File: src/bpc_defs.vh
`ifndef BPC_DEFS_VH
`define BPC_DEFS_VH

// register indices on the plain register port
`define BPC_ADDR_W 3
`define BPC_ADDR_PINS 3'h0
`define BPC_ADDR_DIR 3'h1
`define BPC_ADDR_OPTION 3'h2
`define BPC_ADDR_INTCTL 3'h3
`define BPC_ADDR_STATUS 3'h4

// reset values
`define BPC_DIR_RST 8'hFF
`define BPC_OPTION_RST 8'hFF
`define BPC_LATCH_RST 8'h00
`define BPC_INTCTL_RST 8'h00

// field positions
`define BPC_OPT_PULLUP_N_BIT 7
`define BPC_INT_CHANGE_FLAG_BIT 0
`define BPC_INT_CHANGE_EN_BIT 3
`define BPC_UPPER_LSB 4

`endif

File: src/bpc_sync2.v
`timescale 1ns/1ps
`default_nettype none
// two-stage synchroniser for a bus of pin levels
module bpc_sync2 #(
    parameter WIDTH = 8
) (
    input wire clk,
    input wire rstn,
    input wire [WIDTH-1:0] d,
    output reg [WIDTH-1:0] q
);
    reg [WIDTH-1:0] meta;

    always @(posedge clk or negedge rstn)
    begin
        if (!rstn)
        begin
            meta <= {WIDTH{1'b0}};
            q <= {WIDTH{1'b0}};
        end
        else
        begin
            meta <= d;
            q <= meta;
        end
    end
endmodule
`default_nettype wire

File: src/bpc_port.v
// Behaviour
// - eight pins, each individually an input or an output.
// - direction 1 tri-states the pin; 0 drives the output latch.
// - one shared active-low option bit enables all pull-ups when cleared.
// - pull-up forced off on any pin currently driven as output.
// - pull-ups are disabled after power-on reset.
// - an enabled peripheral may force a pin to output or input.
// - only pins 7 to 4 take part in change detection.
// - upper pins driven as outputs are excluded from the comparison.
// - upper inputs compared against snapshot latched on each data read.
// - per-pin mismatches ORed into one event setting the change flag.
// - the change event can wake the device from sleep.
// - a lasting mismatch keeps setting the flag; a data read ends it.
//
// Decided for this implementation: the address map and the address-and-strobe port.
`timescale 1ns/1ps
`default_nettype none
`include "bpc_defs.vh"
module bpc_port #(
    parameter WIDTH = 8,
    parameter UPPER = 4
) (
    input wire clk,
    input wire rstn,
    input wire [`BPC_ADDR_W-1:0] reg_addr,
    input wire [7:0] reg_wdata,
    input wire reg_wr,
    input wire reg_rd,
    output reg [7:0] reg_rdata,
    input wire [WIDTH-1:0] pin_in,
    output reg [WIDTH-1:0] pin_out,
    output reg [WIDTH-1:0] pin_oe,
    output reg [WIDTH-1:0] pullup_on,
    input wire [WIDTH-1:0] periph_force_out,
    input wire [WIDTH-1:0] periph_force_in,
    input wire [WIDTH-1:0] periph_out_value,
    input wire [WIDTH-1:0] periph_out_sel,
    input wire sleeping,
    output reg change_flag,
    output reg change_irq,
    output reg wake_request
);
    reg [WIDTH-1:0] port_b_direction;
    reg [WIDTH-1:0] out_latch;
    reg [7:0] option_config;
    reg change_irq_enable;
    reg [UPPER-1:0] snapshot;
    wire [WIDTH-1:0] pins_sync;
    wire [WIDTH-1:0] eff_dir;
    wire [WIDTH-1:0] drive_value;
    wire [UPPER-1:0] upper_change_pins;
    wire [UPPER-1:0] upper_is_input;
    wire [UPPER-1:0] mismatch;
    wire change_event;
    wire pullup_enable_n;
    wire wr_pins;
    wire wr_dir;
    wire wr_opt;
    wire wr_int;
    wire rd_pins;
    reg [7:0] next_rdata;
    reg next_change_flag;

    // pins come from outside the clock domain
    bpc_sync2 #(
        .WIDTH(WIDTH)
    ) u_sync (
        .clk(clk),
        .rstn(rstn),
        .d(pin_in),
        .q(pins_sync)
    );

    assign wr_pins = reg_wr && (reg_addr == `BPC_ADDR_PINS);
    assign wr_dir = reg_wr && (reg_addr == `BPC_ADDR_DIR);
    assign wr_opt = reg_wr && (reg_addr == `BPC_ADDR_OPTION);
    assign wr_int = reg_wr && (reg_addr == `BPC_ADDR_INTCTL);
    assign rd_pins = reg_rd && (reg_addr == `BPC_ADDR_PINS);

    // force-out wins over force-in if a peripheral asserts both
    assign eff_dir = (port_b_direction | periph_force_in)
        & ~periph_force_out;
    assign drive_value = (out_latch & ~periph_out_sel)
        | (periph_out_value & periph_out_sel);
    assign pullup_enable_n = option_config[`BPC_OPT_PULLUP_N_BIT];

    assign upper_change_pins = pins_sync[WIDTH-1:`BPC_UPPER_LSB];
    assign upper_is_input = eff_dir[WIDTH-1:`BPC_UPPER_LSB];
    assign mismatch = (upper_change_pins ^ snapshot) & upper_is_input;
    assign change_event = |mismatch;

    always @(posedge clk or negedge rstn)
    begin
        if (!rstn)
        begin
            port_b_direction <= `BPC_DIR_RST;
            out_latch <= `BPC_LATCH_RST;
            option_config <= `BPC_OPTION_RST;
            change_irq_enable <= 1'b0;
        end
        else
        begin
            // direction writes store the value given; overridden bits
            // read back as effective, so a read-modify-write would copy
            // the override into the stored bit
            if (wr_dir)
                port_b_direction <= reg_wdata[WIDTH-1:0];
            if (wr_pins)
                out_latch <= reg_wdata[WIDTH-1:0];
            if (wr_opt)
                option_config <= reg_wdata;
            if (wr_int)
                change_irq_enable <= reg_wdata[`BPC_INT_CHANGE_EN_BIT];
        end
    end

    // snapshot is what the read returns, so the mismatch ends on read
    always @(posedge clk or negedge rstn)
    begin
        if (!rstn)
            snapshot <= {UPPER{1'b0}};
        else if (rd_pins)
            snapshot <= upper_change_pins;
    end

    always @*
    begin
        next_change_flag = change_flag;
        if (wr_int && !reg_wdata[`BPC_INT_CHANGE_FLAG_BIT])
            next_change_flag = 1'b0;
        if (wr_int && reg_wdata[`BPC_INT_CHANGE_FLAG_BIT])
            next_change_flag = 1'b1;
        // a live mismatch beats a software clear
        if (change_event)
            next_change_flag = 1'b1;
    end

    always @*
    begin
        next_rdata = 8'h00;
        case (reg_addr)
            `BPC_ADDR_PINS:
                next_rdata = pins_sync;
            `BPC_ADDR_DIR:
                next_rdata = eff_dir;
            `BPC_ADDR_OPTION:
                next_rdata = option_config;
            `BPC_ADDR_INTCTL:
            begin
                next_rdata[`BPC_INT_CHANGE_FLAG_BIT] = change_flag;
                next_rdata[`BPC_INT_CHANGE_EN_BIT] = change_irq_enable;
            end
            `BPC_ADDR_STATUS:
                next_rdata = {mismatch, snapshot};
            default:
                next_rdata = 8'h00;
        endcase
    end

    always @(posedge clk or negedge rstn)
    begin
        if (!rstn)
        begin
            reg_rdata <= 8'h00;
            change_flag <= 1'b0;
            change_irq <= 1'b0;
            wake_request <= 1'b0;
            pin_out <= `BPC_LATCH_RST;
            pin_oe <= {WIDTH{1'b0}};
            pullup_on <= {WIDTH{1'b0}};
        end
        else
        begin
            reg_rdata <= reg_rd ? next_rdata : 8'h00;
            change_flag <= next_change_flag;
            change_irq <= next_change_flag & change_irq_enable;
            // wake needs no enable so a sleeping core always hears it
            wake_request <= sleeping & next_change_flag;
            pin_out <= drive_value;
            pin_oe <= ~eff_dir;
            pullup_on <= {WIDTH{~pullup_enable_n}} & eff_dir;
        end
    end
endmodule
`default_nettype wire

File: config.mk
export PLATFORM = sky130hd
export DESIGN_NAME = bpc_port
export DESIGN_NICKNAME = d
export VERILOG_FILES = /design/src/bpc_sync2.v /design/src/bpc_port.v
export VERILOG_INCLUDE_DIRS = /design/src
export SDC_FILE = /design/constraint.sdc
export NUM_CORES = 1
export LEC_CHECK = 0
export BUFFER_PORTS_ARGS = -buffer_cell sky130_fd_sc_hd__buf_2
export CAP_MARGIN = 20
export CELL_PAD_IN_SITES_DETAIL_PLACEMENT = 1
export CELL_PAD_IN_SITES_GLOBAL_PLACEMENT = 1
export CORE_MARGIN = 10
export CORE_UTILIZATION = 41
export CTS_CLUSTER_SIZE = 25
export DETAILED_ROUTE_END_ITERATION = 6
export HOLD_SLACK_MARGIN = 0.15
export PLACE_DENSITY_LB_ADDON = 0.1
export REMOVE_ABC_BUFFERS = 1
export SLEW_MARGIN = 10
export SYNTH_ARGS = -nofsm -noshare
export SYNTH_HDL_FRONTEND = slang
export SYNTH_SLANG_ARGS = --single-unit
File: constraint.sdc
create_clock -name clk -period 1.7 [get_ports clk]
set_input_delay 0.085 -clock clk [delete_from_list [all_inputs] [get_ports clk]]
set_output_delay 0.085 -clock clk [all_outputs]
set_load 0.005 [all_outputs]
==> run_results.csv <==
group,metric,value,unit
drt,ant_nets,0,
cts,cts_buffer_depth,2,
cts,postCtsSetupRepairBufs,0,
place,port_buffers,90,
cts,h-tree-depth,3,
synth,netlist_area,3050,um^2
worst_setup_path,critical-path-top-delay-family,"simple AND/OR/NAND/NOR gates",
drt,drtIter0Drc,40,
timing,maxSlewViolCount,0,
worst_hold_path,min-delay-path-class,"in -> reg",
timing,worst_slew_pin_slew,0.466,ns
worst_setup_path,reg2reg_slack,0.12,ns
drt,routed_wl,8600,um
synth,netlist_instances,204,
cts,clock_sinks,80,
timing,tns,0,ns
timing,fmax,631,MHz
global_routing,grt_pass1_wl,14000,um
drt,viasPerCell,4.77,
worst_setup_path,critical_path.max_fanout,3,
synth,postSynthAreaPerCell,15.0,um^2
worst_setup_path,cp-start-kind,"primary input",
global_routing,grt_overflow_total,0,
worst_setup_path,cp_slowest_cell,"dlygate4sd3_1",
worst_setup_path,endpoint_kind,"flip-flop",
global_routing,antenna_found_initial,0,
worst_setup_path,r2r_end,"wake_request",
worst_setup_path,max_stage_delay,0.54,ns
cts,path_clk_slew,0.08,ns
timing,worst_slew_margin_rel,68.9,%
floorplan,chipHeight,106,um
worst_setup_path,cp.depth,6,
worst_setup_path,cp.required,1.93,ns
worst_setup_path,crit_end,"wake_request",
timing,finalHoldWorstSlack,0.181,ns
drt,dr.pass1.iters,4,
timing,setup_viol,0,
cts,clk_latency,0.34,ns
power_and_ir_drop,ir_drop,0.000684,V
cells_and_area,area_growth,44.9,%
worst_setup_path,reg2reg_depth,4,
floorplan,coreArea,7250,um^2
cts,cts_tree,"yes",
worst_hold_path,hold_path_startpoint,"periph_force_out[7]",
worst_setup_path,r2r_start,"snapshot[2]",
synth,synth_cell_types,31,
power_and_ir_drop,leakagePower,2.03,nW
floorplan,die_x,106,um
floorplan,die_area,11300,um^2
floorplan,rows,31,
timing,period_share,93.3,%
global_routing,grt_util_all_layers,15.7,%
timing,hold_viol_final,0,
place,gp_congestion,0.770,
drt,wire_per_inst,18.4,um
global_routing,grt_max_degree,81,
floorplan,start_util,42.1,%
cts,cts_made_buffers,9,
cells_and_area,finalNetCount,420,
cells_and_area,diodes,0,
worst_setup_path,worstPathArrival,1.81,ns
power_and_ir_drop,power.density,1020,nW/um^2
timing,fin_skew,0.00922,ns
cells_and_area,drive_gt1_share,48.5,%
synth,seq_area_frac_synth,66.3,%
place,hpwl,5900,um
worst_setup_path,crit_chain,"dlygate4sd3_1 -> buf_2 -> o21bai_1 -> o22ai_1 -> or4_4 -> and2_1",
worst_setup_path,critical_path_buf_inv_count,2,
timing,period_needed,1.59,ns
run_status,status,"complete, no violations",
drt,vias,2232,
drt,drc,0,
global_routing,grt_pass1_vias,2649,
floorplan,pin_count,91,
worst_setup_path,critical_path_class,"in -> reg",
synth,ys_seq_elements,80,
worst_setup_path,worstSetupStartpoint,"periph_force_in[7]",
synth,ys_warn_count,0,
cts,cts-root-buf,"clkbuf_8",
timing,rsz0062_at_grt,"false",
flow_run,drv_cap,0,
==> final cells by class <==
cell class	instances	area, um^2
clock buffers	11	131
well taps	99	124
repair buffers	156	1090
flip-flops and latches	80	2020
fillers	783	2830
multi-input cells	117	993
clock inverters	5	57.6
==> sequential cells by signal, indices dropped and copies added, names as in the netlist <==
name               flops
pin_out                8
pin_oe                 8
port_b_direction       8
option_config          8
pullup_on              8
u_sync.q               8
wake_request           1
change_irq             1
change_irq_enable      1
u_sync.meta            8
change_flag            1
snapshot               4
reg_rdata              8
out_latch              8
==> power breakdown <==
part / switching, mW / total [mW] / internal, mW
registers: 0.133 / 2.36 / 2.22
clock network: 0.659 / 1.34 / 0.677
logic: 0.343 / 0.825 / 0.482
==> cell usage after synthesis, drive strengths merged <==
| cell type | n | area [um^2] |
|---|---|---|
| a21oi | 5 | 25.0 |
| a22oi | 4 | 30.0 |
| and2 | 3 | 18.8 |
| buf | 4 | 28.8 |
| clkbuf | 3 | 11.3 |
| dfrtp | 64 | 1600 |
| dfstp | 16 | 420 |
| mux2 | 40 | 454 |
| mux2i | 4 | 40.0 |
| nand2 | 5 | 18.8 |
| nand2b | 1 | 6.26 |
| nand4b | 1 | 23.8 |
| nor2 | 18 | 67.6 |
| nor2b | 6 | 37.5 |
| nor3 | 2 | 21.3 |
| nor3b | 3 | 45.1 |
| o21ai | 2 | 10.0 |
| o21bai | 8 | 60.1 |
| o221ai | 4 | 35.0 |
| o22ai | 1 | 6.26 |
| o32ai | 4 | 35.0 |
| or3b | 1 | 8.76 |
| or4 | 1 | 11.3 |
| xnor2 | 4 | 35.0 |
==> metrics by stage <==
step	total power, mW	utilization (%)	cell area [um^2]	std cells	setup WS [ns]
global placement	3.04	51.0	3700	399	0.0752
floorplan	2.69	-	3010	197	0.216
detailed placement	3.08	51.0	3700	399	0.0580
CTS	4.57	60.9	4420	468	0.0890
global route	4.79	61.0	4420	468	0.0236
finish	4.52	61.0	4420	468	0.114
==> worst reg2reg max path, delay by kind of cell (launching register included) <==
kind,cells,cell delay [ns]
and+or+nand+nor,2,0.69
DFF,1,0.41
AOI/OAI and AO/OA,1,0.13
xor gates and xnor gates,1,0.24
==> what timing repair did <==
action / 4_1_cts / 5_1_grt
gates resized for setup: 0 / 1
hold buffers: 53 / 0
endpoints found under the setup margin: 0 / 1
hold endpoints to repair: 139 / 0
==> per-layer routing <==
metal,global-route usage (%),vias to the layer above,wire (um)
met1,17.7,1103,3500
met4,4.93,0,118
met2,27.6,73,4400
met3,5.31,11,589
li1,-,1045,-
met5,0,-,0
==> cell families after synthesis <==
| kind of cell | count (synthesis) | synth area share (%) |
|---|---|---|
| xor+xnor | 4 | 1.15 |
| buf+inv | 7 | 1.31 |
| flops | 80 | 66.3 |
| simple gates | 41 | 8.49 |
| compound gates | 28 | 6.60 |
| mux | 44 | 16.2 |
==> layout by cell type, fill, tap and decap left out, drive strengths merged, types with 5 or more instances in the layout <==
cell / n
nor2: 18
clkbuf: 11
dfstp: 16
buf: 103
dfrtp: 64
mux2: 40
nor2b: 6
nand2: 5
dlygate4sd3: 53
o21bai: 8
a21oi: 5
==> worst min path at each step <==
| stage | to | slack, ns | cells past startpoint |
|---|---|---|---|
| after floorplan | change_flag | -0.21 | 0 |
| after global placement | pin_oe[0] | 0.14 | 2 |
| after detailed placement | pin_oe[0] | 0.14 | 2 |
| after CTS | pullup_on[7] | 0.15 | 4 |
| after global routing | pullup_on[7] | 0.20 | 4 |
| final | pullup_on[7] | 0.18 | 4 |
(Power assumes the default switching activity.)
